[config.mk]
export PLATFORM = sky130hd
export DESIGN_NAME = bmf_core
export DESIGN_NICKNAME = d
export VERILOG_FILES = /design/src/design/bmf_pkg.sv /design/src/design/bmf_core.sv
export SDC_FILE = /design/constraint.sdc
export NUM_CORES = 1
export LEC_CHECK = 0
export BUFFER_PORTS_ARGS = -buffer_cell sky130_fd_sc_hd__buf_2
export CORE_ASPECT_RATIO = 1.25
export CORE_MARGIN = 3
export CORE_UTILIZATION = 40
export DETAILED_ROUTE_END_ITERATION = 7
export SETUP_SLACK_MARGIN = 0.1
export SYNTH_ARGS = -nofsm -noshare
export SYNTH_HDL_FRONTEND = slang
export SYNTH_SLANG_ARGS = --single-unit
[constraint.sdc]
create_clock -name ref_clk -period 22.6 [get_ports ref_clk]
set_input_delay 2.26 -clock ref_clk [delete_from_list [all_inputs] [get_ports ref_clk]]
set_output_delay 2.26 -clock ref_clk [all_outputs]
set_load 0.05 [all_outputs]
[src/design/bmf_pkg.sv]
`default_nettype none
package bmf_pkg;
    // Long word, half word and byte lane widths
    localparam int         WORD_W     = 36;
    localparam int         HALF_W     = 18;
    localparam int         LANE_W     = 9;
    localparam int         BASE_W     = 6;
    // Each FIFO holds DEPTH long words; pointers carry one wrap bit
    localparam int         DEPTH      = 8;
    localparam int         ADDR_W     = 3;
    localparam int         PTR_W      = 4;
    localparam logic [3:0] DEPTH_P    = 4'h8;
    localparam logic [3:0] PTR_ONE    = 4'h1;
    // Part index within a long word
    localparam logic [1:0] IDX0       = 2'h0;
    localparam logic [1:0] IDX1       = 2'h1;
    localparam logic [1:0] LAST_HALF  = 2'h1;
    localparam logic [1:0] LAST_BYTE  = 2'h3;
    localparam logic [8:0] LANE_ZERO  = 9'h000;
    // Pin synchroniser width and config capture delay
    localparam int         SYNC_W     = 64;
    localparam int         INIT_ST    = 3;
    // APB register map
    localparam int         APB_AW     = 8;
    localparam logic [7:0] CTRL_ADDR  = 8'h00;
    localparam logic [7:0] STAT_ADDR  = 8'h04;
    localparam logic [7:0] LEVEL_ADDR = 8'h08;
    localparam int         CTRL_FALL_THROUGH_MODE  = 0;
    localparam logic       FALL_THROUGH_MODE_RST   = 1'b0;
endpackage
`default_nettype wire

[src/design/bmf_core.sv]
`timescale 1ns/10ps
`default_nettype none
// Overview of operation
// - Port C word writes pack two halves; big-endian fills upper half first.
// - Port C byte writes pack four bytes; big-endian fills top lane first.
// - Port B word reads unpack two halves; big-endian gives upper half first.
// - Port B byte reads unpack four bytes; big-endian goes top lane down.
// - Byte order is captured at reset; width selects stay static.
// - In byte reads the upper nine port B outputs are driven to zero.
// - Fall-through: port B ready and first data within three port B edges.
// - Port B ready drops when the final part of the last word is read.
// - Standard mode: port B empty flag rises on the second port B edge after a write.
// - Port B empty flag falls on the read removing the final part.
// - Fall-through: port A ready and data within three port A edges.
// - Only the port C edge completing a long word signals FIFO2 write.
// - Standard mode: port A empty flag rises on the second port A edge after a write.
// - Fall-through: port A input ready rises after a read frees FIFO1.
// - Standard mode: port A full flag rises after a read frees FIFO1.
// - Only the port B edge reading the final part frees FIFO1 space.
// - Port C input ready drops on the write completing the filling word.
// - Port C input ready rises after space opens in full FIFO2.
// - FIFO2 stores a whole long word on the last part write.
// - FIFO1 is read a long word at a time; the rest waits aside.
module bmf_core
    import bmf_pkg::*;
(
    input  wire logic              ref_clk,             // System clock
    input  wire logic              rst,                 // Async reset, high
    input  wire logic              psel,                // APB select
    input  wire logic              penable,             // APB enable
    input  wire logic              pwrite,              // APB direction
    input  wire logic [APB_AW-1:0] paddr,               // APB address
    input  wire logic [31:0]       pwdata,              // APB write data
    output logic      [31:0]       prdata,              // APB read data
    output logic                   pready,              // APB ready
    output logic                   pslverr,             // APB error
    input  wire logic              port_a_clock,        // Port A clock pin
    input  wire logic              port_b_clock,        // Port B clock pin
    input  wire logic              port_c_clock,        // Port C clock pin
    input  wire logic              a_write_en,          // Port A FIFO1 write
    input  wire logic              a_read_en,           // Port A FIFO2 read
    input  wire logic              b_read_en,           // Port B FIFO1 read
    input  wire logic              c_write_en,          // Port C FIFO2 write
    input  wire logic              byte_order_select,   // High: big-endian
    input  wire logic              port_b_width_select, // High: byte
    input  wire logic              port_c_width_select, // High: byte
    input  wire logic [WORD_W-1:0] a_data_in,           // Port A write data
    input  wire logic [HALF_W-1:0] c_data_in,           // Port C write data
    output logic      [WORD_W-1:0] a_data_out,          // Port A read data
    output logic      [HALF_W-1:0] b_data_out,          // Port B read data
    output logic                   port_a_input_ready,  // FIFO1 not full
    output logic                   port_a_output_ready, // FIFO2 data flag
    output logic                   port_b_output_ready, // FIFO1 data flag
    output logic                   port_c_input_ready   // FIFO2 not full
);

    function automatic logic [BASE_W-1:0] slot_base(
        input logic [1:0] idx,
        input logic       bm,
        input logic       big
    );
        logic [1:0] n;
        n = big ? ((bm ? LAST_BYTE : LAST_HALF) - idx) : idx;
        slot_base = bm ? BASE_W'(n * LANE_W) : BASE_W'(n * HALF_W);
    endfunction

    function automatic logic [1:0] last_idx(input logic bm);
        last_idx = bm ? LAST_BYTE : LAST_HALF;
    endfunction

    logic [SYNC_W-1:0] sync1_ff;
    logic [SYNC_W-1:0] sync2_ff;
    logic [2:0]        clk_prev_ff;
    logic [INIT_ST-1:0] init_sr_ff;
    logic              a_clk_s, b_clk_s, c_clk_s;
    logic              a_wr_s, a_rd_s, b_rd_s, c_wr_s;
    logic              be_s, bsz_s, csz_s;
    logic [WORD_W-1:0] a_din_s;
    logic [HALF_W-1:0] c_din_s;
    logic              a_edge, b_edge, c_edge, init_done;
    logic              be_ff, bbyte_ff, cbyte_ff, fall_through_mode_ff;

    // Pins pass two flops before use
    always_ff @(posedge ref_clk or posedge rst)
    begin
        if (rst)
        begin
            sync1_ff <= '0;
            sync2_ff <= '0;
        end
        else
        begin
            sync1_ff <= {port_a_clock, port_b_clock, port_c_clock, a_write_en,
                         a_read_en, b_read_en, c_write_en, byte_order_select,
                         port_b_width_select, port_c_width_select, a_data_in,
                         c_data_in};
            sync2_ff <= sync1_ff;
        end
    end

    assign {a_clk_s, b_clk_s, c_clk_s, a_wr_s, a_rd_s, b_rd_s, c_wr_s, be_s,
            bsz_s, csz_s, a_din_s, c_din_s} = sync2_ff;

    always_ff @(posedge ref_clk or posedge rst)
    begin
        if (rst)
            clk_prev_ff <= '0;
        else
            clk_prev_ff <= {a_clk_s, b_clk_s, c_clk_s};
    end

    assign a_edge    = a_clk_s & ~clk_prev_ff[2];
    assign b_edge    = b_clk_s & ~clk_prev_ff[1];
    assign c_edge    = c_clk_s & ~clk_prev_ff[0];
    assign init_done = init_sr_ff[INIT_ST-1];

    // Config captured once synchronised pins are valid after reset
    always_ff @(posedge ref_clk or posedge rst)
    begin
        if (rst)
        begin
            init_sr_ff <= '0;
            be_ff      <= 1'b0;
            bbyte_ff   <= 1'b0;
            cbyte_ff   <= 1'b0;
        end
        else
        begin
            init_sr_ff <= {init_sr_ff[INIT_ST-2:0], 1'b1};
            if (init_sr_ff[INIT_ST-2] && !init_done)
            begin
                be_ff    <= be_s;
                bbyte_ff <= bsz_s;
                cbyte_ff <= csz_s;
            end
        end
    end

    logic [WORD_W-1:0] mem1 [DEPTH];
    logic [WORD_W-1:0] mem2 [DEPTH];

    // Port A writes FIFO1
    logic [PTR_W-1:0]  a_wp_ff, a_rs1_ff, a_wp_nxt;
    logic              a_ira_ff, a_wr, a_full_nxt;
    // Port B reads FIFO1
    logic [PTR_W-1:0]  b_rp_ff, b_ws1_ff, b_ws2_ff, b_wsync, b_rp_nxt;
    logic [1:0]        b_idx_ff, b_idx_nxt;
    logic [WORD_W-1:0] b_lw_ff, b_src;
    logic [HALF_W-1:0] b_out_ff, b_part, b_src_hi;
    logic [BASE_W-1:0] b_base;
    logic              b_rdy_ff, b_rd, b_last, b_have, b_take, b_more, b_rdy_nxt;
    // Port A reads FIFO2
    logic [PTR_W-1:0]  a_rp_ff, a_ws1_ff, a_ws2_ff, a_wsync, a_rp_nxt;
    logic [WORD_W-1:0] a_out_ff;
    logic              a_ora_ff, a_rd, a_have, a_take, a_ora_nxt;
    // Port C writes FIFO2
    logic [PTR_W-1:0]  c_wp_ff, c_rs1_ff, c_wp_nxt;
    logic [1:0]        c_idx_ff;
    logic [WORD_W-1:0] c_pk_ff, c_word;
    logic [BASE_W-1:0] c_base;
    logic              c_irc_ff, c_wr, c_last, c_commit;

    always_comb
    begin
        a_wr       = a_wr_s && a_ira_ff;
        a_wp_nxt   = a_wr ? a_wp_ff + PTR_ONE : a_wp_ff;
        a_full_nxt = (a_wp_nxt - a_rs1_ff) == DEPTH_P;
    end

    always_ff @(posedge ref_clk or posedge rst)
    begin
        if (rst)
        begin
            a_wp_ff  <= '0;
            a_rs1_ff <= '0;
            a_ira_ff <= 1'b0;
        end
        else if (a_edge && init_done)
        begin
            a_wp_ff  <= a_wp_nxt;
            a_rs1_ff <= b_rp_ff;
            a_ira_ff <= !a_full_nxt;
        end
    end

    always_ff @(posedge ref_clk)
    begin
        if (a_edge && init_done && a_wr)
            mem1[a_wp_ff[ADDR_W-1:0]] <= a_din_s;
    end

    always_comb
    begin
        b_src     = (b_idx_ff == IDX0) ? mem1[b_rp_ff[ADDR_W-1:0]] : b_lw_ff;
        b_src_hi  = b_src[WORD_W-1 -: HALF_W];
        b_base    = slot_base(b_idx_ff, bbyte_ff, be_ff);
        b_part    = bbyte_ff ? {LANE_ZERO, b_src[b_base +: LANE_W]}
                             : b_src[b_base +: HALF_W];
        b_last    = b_idx_ff == last_idx(bbyte_ff);
        b_wsync   = fall_through_mode_ff ? b_ws2_ff : b_ws1_ff;
        b_have    = (b_idx_ff != IDX0) || (b_wsync != b_rp_ff);
        b_rd      = b_rd_s && b_rdy_ff;
        b_take    = fall_through_mode_ff ? (b_have && (!b_rdy_ff || b_rd)) : (b_rd && b_have);
        b_idx_nxt = b_take ? (b_last ? IDX0 : b_idx_ff + IDX1) : b_idx_ff;
        b_rp_nxt  = (b_take && b_last) ? b_rp_ff + PTR_ONE : b_rp_ff;
        b_more    = (b_idx_nxt != IDX0) || (b_wsync != b_rp_nxt);
        b_rdy_nxt = fall_through_mode_ff ? (b_take || (b_rdy_ff && !b_rd)) : b_more;
    end

    always_ff @(posedge ref_clk or posedge rst)
    begin
        if (rst)
        begin
            b_ws1_ff <= '0;
            b_ws2_ff <= '0;
            b_rp_ff  <= '0;
            b_idx_ff <= IDX0;
            b_rdy_ff <= 1'b0;
            b_lw_ff  <= '0;
            b_out_ff <= '0;
        end
        else if (b_edge && init_done)
        begin
            b_ws1_ff <= a_wp_ff;
            b_ws2_ff <= b_ws1_ff;
            b_idx_ff <= b_idx_nxt;
            b_rp_ff  <= b_rp_nxt;
            b_rdy_ff <= b_rdy_nxt;
            if (b_take)
            begin
                b_out_ff <= b_part;
                if (b_idx_ff == IDX0)
                    b_lw_ff <= b_src;
            end
        end
    end

    always_comb
    begin
        a_wsync   = fall_through_mode_ff ? a_ws2_ff : a_ws1_ff;
        a_have    = a_wsync != a_rp_ff;
        a_rd      = a_rd_s && a_ora_ff;
        a_take    = fall_through_mode_ff ? (a_have && (!a_ora_ff || a_rd)) : (a_rd && a_have);
        a_rp_nxt  = a_take ? a_rp_ff + PTR_ONE : a_rp_ff;
        a_ora_nxt = fall_through_mode_ff ? (a_take || (a_ora_ff && !a_rd)) : (a_wsync != a_rp_nxt);
    end

    always_ff @(posedge ref_clk or posedge rst)
    begin
        if (rst)
        begin
            a_ws1_ff <= '0;
            a_ws2_ff <= '0;
            a_rp_ff  <= '0;
            a_ora_ff <= 1'b0;
            a_out_ff <= '0;
        end
        else if (a_edge && init_done)
        begin
            a_ws1_ff <= c_wp_ff;
            a_ws2_ff <= a_ws1_ff;
            a_rp_ff  <= a_rp_nxt;
            a_ora_ff <= a_ora_nxt;
            if (a_take)
                a_out_ff <= mem2[a_rp_ff[ADDR_W-1:0]];
        end
    end

    always_comb
    begin
        c_wr     = c_wr_s && c_irc_ff;
        c_last   = c_idx_ff == last_idx(cbyte_ff);
        c_base   = slot_base(c_idx_ff, cbyte_ff, be_ff);
        c_word   = c_pk_ff;
        if (cbyte_ff)
            c_word[c_base +: LANE_W] = c_din_s[LANE_W-1:0];
        else
            c_word[c_base +: HALF_W] = c_din_s;
        c_commit = c_wr && c_last;
        c_wp_nxt = c_commit ? c_wp_ff + PTR_ONE : c_wp_ff;
    end

    always_ff @(posedge ref_clk or posedge rst)
    begin
        if (rst)
        begin
            c_idx_ff <= IDX0;
            c_pk_ff  <= '0;
            c_wp_ff  <= '0;
            c_rs1_ff <= '0;
            c_irc_ff <= 1'b0;
        end
        else if (c_edge && init_done)
        begin
            c_rs1_ff <= a_rp_ff;
            c_wp_ff  <= c_wp_nxt;
            c_irc_ff <= (c_wp_nxt - c_rs1_ff) != DEPTH_P;
            if (c_wr)
            begin
                c_pk_ff  <= c_word;
                c_idx_ff <= c_last ? IDX0 : c_idx_ff + IDX1;
            end
        end
    end

    always_ff @(posedge ref_clk)
    begin
        if (c_edge && init_done && c_commit)
            mem2[c_wp_ff[ADDR_W-1:0]] <= c_word;
    end

    // APB slave, zero wait states
    logic        apb_setup, apb_hit;
    logic        pready_ff, pslverr_ff;
    logic [31:0] prdata_ff, rd_mux;
    logic [PTR_W-1:0] lvl1, lvl2;

    always_comb
    begin
        apb_setup = psel && !penable;
        lvl1      = a_wp_ff - b_rp_ff;
        lvl2      = c_wp_ff - a_rp_ff;
        apb_hit   = 1'b1;
        rd_mux    = '0;
        unique case (paddr)
            CTRL_ADDR:  rd_mux = 32'(fall_through_mode_ff);
            STAT_ADDR:  rd_mux = 32'({init_done, cbyte_ff, bbyte_ff, be_ff,
                                      c_irc_ff, a_ora_ff, b_rdy_ff, a_ira_ff});
            LEVEL_ADDR: rd_mux = 32'({lvl2, lvl1});
            default:    apb_hit = 1'b0;
        endcase
    end

    always_ff @(posedge ref_clk or posedge rst)
    begin
        if (rst)
        begin
            pready_ff  <= 1'b0;
            pslverr_ff <= 1'b0;
            prdata_ff  <= '0;
        end
        else
        begin
            pready_ff  <= apb_setup;
            pslverr_ff <= apb_setup && !apb_hit;
            prdata_ff  <= (apb_setup && !pwrite) ? rd_mux : '0;
        end
    end

    always_ff @(posedge ref_clk or posedge rst)
    begin
        if (rst)
            fall_through_mode_ff <= FALL_THROUGH_MODE_RST;
        else if (psel && penable && pready_ff && pwrite && paddr == CTRL_ADDR)
            fall_through_mode_ff <= pwdata[CTRL_FALL_THROUGH_MODE];
    end

    assign prdata              = prdata_ff;
    assign pready              = pready_ff;
    assign pslverr             = pslverr_ff;
    assign a_data_out          = a_out_ff;
    assign b_data_out          = b_out_ff;
    assign port_a_input_ready  = a_ira_ff;
    assign port_a_output_ready = a_ora_ff;
    assign port_b_output_ready = b_rdy_ff;
    assign port_c_input_ready  = c_irc_ff;
endmodule // bmf_core
`default_nettype wire

==> run_results.csv <==
group,metric,value,unit
run_status,outcome,"finished, final reports clean",
min_path,hold_worst_path_end,"sync2_ff[0]",
synth,post_synth_inst_count,2574,
sta,max_freq,175.9,MHz
finish,design.final.nets,2845,
sta,finalWorstPathRequiredPeriod,5685,ps
clock_tree,cts_hold_buf,0,
floorplanning,floorplan.die.width,281.2,µm
floorplanning,rows,125,
critical_path,worst_path_dominant_cell_family,"compound AO/OA/AOI/OAI gates",
floorplanning,ios,201,
critical_path,worst-path-buf-inv,3,
global_route,global_route_wire_length_before_repair,149.2,mm
critical_path,critical_path_arrival,5960,ps
critical_path,max_stage_delay,980,ps
synth,yosys.cell_types.count,100,
power_and_ir_drop,p_leak,15.97,nW
drt,drtIter0Drc,1854,
synth,leading_cell_types_by_count_after_synthesis,"edfxtp_1, dfrtp_1, nand2_1",
clock_tree,cells_resized_by_post_cts_repair,0,
clock_tree,cts.reportedPaths.clkPinSlew,60,ps
sta,unrepaired_setup_endpoints_after_global_routing,"false",
sta,max_slew.worst_pin.slew,1245,ps
global_route,grt_pass1_vias,23244,
global_route,globalRouteTotalUtil,20.22,%
drt,drt-pass1-iter-count,5,
global_route,grt_max_degree,157,
sta,final_count_of_pins_violating_max_slew,0,
synth,netlist.area_leader.share,45.68,%
global_route,grt_antenna_before_repair,2,
finish,area_growth,13.48,%
synth,post_synth_instance_area,0.03786,mm²
flow_run,cap_viol_max_count,0,
critical_path,critPathRequiredTime,22870,ps
critical_path,r2r.worst_path.cells,13,
min_path,timing.hold.worst.start,"sync1_ff[0]",
finish,multi_input_gate_area,0.01168,mm²
drt,drt.antenna.violating_nets,0,
place,gp_congestion,0.9403,
synth,seq_area_frac_synth,66.96,%
synth,synth_async_reset_ratio,35.86,%
sta,finClkSkew,30.63,ps
drt,post_drt_via_cell_ratio,5.651,
clock_tree,clock_path_buffers,3,
place,place.port_buffers,145,
floorplanning,initial_utilization,40.55,%
clock_tree,postCtsSetupBuffers,0,
critical_path,r2r_setup_slack,16910,ps
clock_tree,clk-insertion-delay-late,670,ps
sta,relSlewSlack,16.27,%
synth,synth-warning-count,0,
finish,ff_latch_area,0.02537,mm²
floorplanning,core_region_area,0.09337,mm²
synth,synth_top_area_cell,"edfxtp_1",
drt,wl,98.83,mm
synth,synth_top_flop_cell,"edfxtp_1",
critical_path,critical_path.startpoint_type,"flip-flop",
floorplanning,die_height,350.0,µm
power_and_ir_drop,peakVddDrop,0.09323,mV
synth,yosysMostFrequentCell,"edfxtp_1",
sta,final-hold-violation-count,0,
critical_path,timing.critical_path.to_type,"flip-flop",
drt,route.vias.total,22552,
finish,num_antenna_cells,0,
sta,fin_crit_sh,25.16,%
power_and_ir_drop,powerDensity,130.8,mW/mm²
critical_path,worstReg2RegEnd,"mem2[6][8]",
clock_tree,tritoncts.num_buffers,88,
critical_path,cp_max_fo,43,
critical_path,cpMaxStageDelayCell,"a21boi_0",
power_and_ir_drop,power,0.005621,W
critical_path,setup.worst_path.class,"reg2reg",
drt,drc,0,
place,detailed_place_hpwl,61.66,mm
synth,syn-mean-instance-area,14.71,µm²
critical_path,path_common_cell,"buf_4",
clock_tree,cts.root.buffer_cell,"clkbuf_16",
synth,netlist_top_cells_area,"edfxtp_1, dfrtp_1, mux4_2",
sta,final-setup-viol-count,0,
synth,synth_edf_count,576,
synth,ys_ff_latch,898,
min_path,hold_class,"reg2reg",
clock_tree,tritoncts,"built",
min_path,timing.hold.worst_path_depth,0,
finish,drive_above_1_share,21.44,%
drt,wl_per_cell,24.76,µm
critical_path,worst_r2r_startpoint,"cbyte_ff",
sta,setup_total_negative_slack,0,ps
finish,num-fill-cells,8078,
critical_path,worstPathCellList,"buf_4, and2_1, a21oi_1, xnor2_1, ha_1, buf_4, inv_1, a31oi_1, a32oi_2, mux2i_1, o21ai_0, o22ai_1, a21boi_0",
floorplanning,dieArea,0.09841,mm²
global_route,grt_overflow_total,0,
clock_tree,htree_levels,3,
clock_tree,cts.sink_count,898,
==> layout make-up <==
class	instances	area share, %
tap	1206	3.512
multi-input combinational	1480	27.18
sequential	898	59.03
clock buffer	105	5.486
clock inverter	59	1.692
inverter	40	0.3669
timing repair buffer	203	2.731
==> metrics by stage <==
step / setup WS [ps] / utilization, % / cells / cell area (µm²) / hold slack [ps]
floorplan: 11430 / - / 2597 / 37950 / 331.2
global placement: 17220 / 42.71 / 3827 / 39880 / 332.6
detailed placement: 17130 / 42.71 / 3827 / 39880 / 334.7
CTS: 17060 / 46.02 / 3991 / 42970 / 347.1
global route: 16710 / 46.02 / 3991 / 42970 / 352.5
finish: 16910 / 46.02 / 3991 / 42970 / 345.8
==> flip-flops by register name, summed over array words and instances, names as in the netlist, 3 cells and up <==
| signal | cells |
|---|---|
| a_rs1_ff | 4 |
| b_ws1_ff | 4 |
| mem2 | 288 |
| sync1_ff | 64 |
| b_lw_ff | 36 |
| c_rs1_ff | 4 |
| a_ws1_ff | 4 |
| c_wp_ff | 4 |
| a_rp_ff | 4 |
| b_rp_ff | 4 |
| init_sr_ff | 3 |
| b_data_out | 18 |
| a_ws2_ff | 4 |
| c_pk_ff | 36 |
| mem1 | 288 |
| prdata | 8 |
| a_data_out | 36 |
| sync2_ff | 64 |
| b_ws2_ff | 4 |
| clk_prev_ff | 3 |
| a_wp_ff | 4 |
==> power by group <==
group | leakage [nW] | internal [W] | switching [W]
Clock | 1.51 | 0.000893 | 0.000649
Combinational | 5.24 | 0.000637 | 0.00129
Sequential | 9.22 | 0.00200 | 0.000151
Total | 16.0 | 0.00353 | 0.00209
==> worst max path at each step <==
stage / startpoint / endpoint / slack (ps) / depth (start not counted)
floorplan: rst / a_data_out[0] / 11430 / 1
global placement: cbyte_ff / mem2[4][33] / 17220 / 15
detailed placement: cbyte_ff / mem2[4][8] / 17130 / 13
CTS: cbyte_ff / mem2[6][8] / 17060 / 13
global route: cbyte_ff / mem2[6][8] / 16710 / 13
finish: cbyte_ff / mem2[6][8] / 16910 / 13
==> metal layers <==
metal	track usage (%)	vias to the layer above	wire length, µm
li1	-	10036	-
met1	25.83	11635	40020
met2	34.84	692	49880
met3	2.842	189	5008
met4	8.053	0	3921
met5	0	-	0
==> worst reg2reg max path: stages (launching register included) <==
cell and delay (ps):
dfrtp_2 340, buf_4 410, and2_1 280, a21oi_1 80
xnor2_1 400, ha_1 310, buf_4 270, inv_1 660
a31oi_1 120, a32oi_2 640, mux2i_1 360, o21ai_0 330
o22ai_1 130, a21boi_0 980
==> cell usage in the layout, fill, tap and decap left out, types with 11 or more instances in the layout <==
cell type / count
o21ai_0: 110
a31oi_1: 61
nor2_4: 14
ha_1: 22
mux2_2: 35
and3_1: 12
nand3_1: 35
nor3_1: 22
nand2_1: 316
mux4_2: 153
a211oi_1: 21
o211ai_1: 35
clkbuf_16: 89
buf_2: 145
dfrtp_1: 317
a22o_1: 12
a22oi_1: 11
inv_1: 33
clkinv_1: 11
nand2b_1: 15
edfxtp_1: 576
clkinv_2: 19
o21ai_1: 14
xor2_1: 14
nor2_1: 131
a21o_1: 19
mux2i_1: 70
nor4_1: 11
xnor2_1: 34
nor2b_1: 11
o31ai_1: 11
conb_1: 25
bufinv_16: 12
buf_4: 57
and2_1: 11
a21oi_1: 90
==> kinds of logic (layout without fill, tap and decap cells) <==
| group | Yosys count | in the layout | synth area share, % |
|---|---|---|---|
| DFF | 898 | 898 | 66.96 |
| and+or+nand+nor | 625 | 625 | 7.230 |
| AOI/OAI and AO/OA | 493 | 493 | 8.850 |
| muxes | 262 | 262 | 12.11 |
| buffers and inverters | 219 | 407 | 2.766 |
| xor gates and xnor gates | 50 | 50 | 1.196 |
| adders and majority gates | 25 | 25 | 0.8658 |
| other | 2 | 25 | 0.01983 |
(Power assumes the default switching activity.)
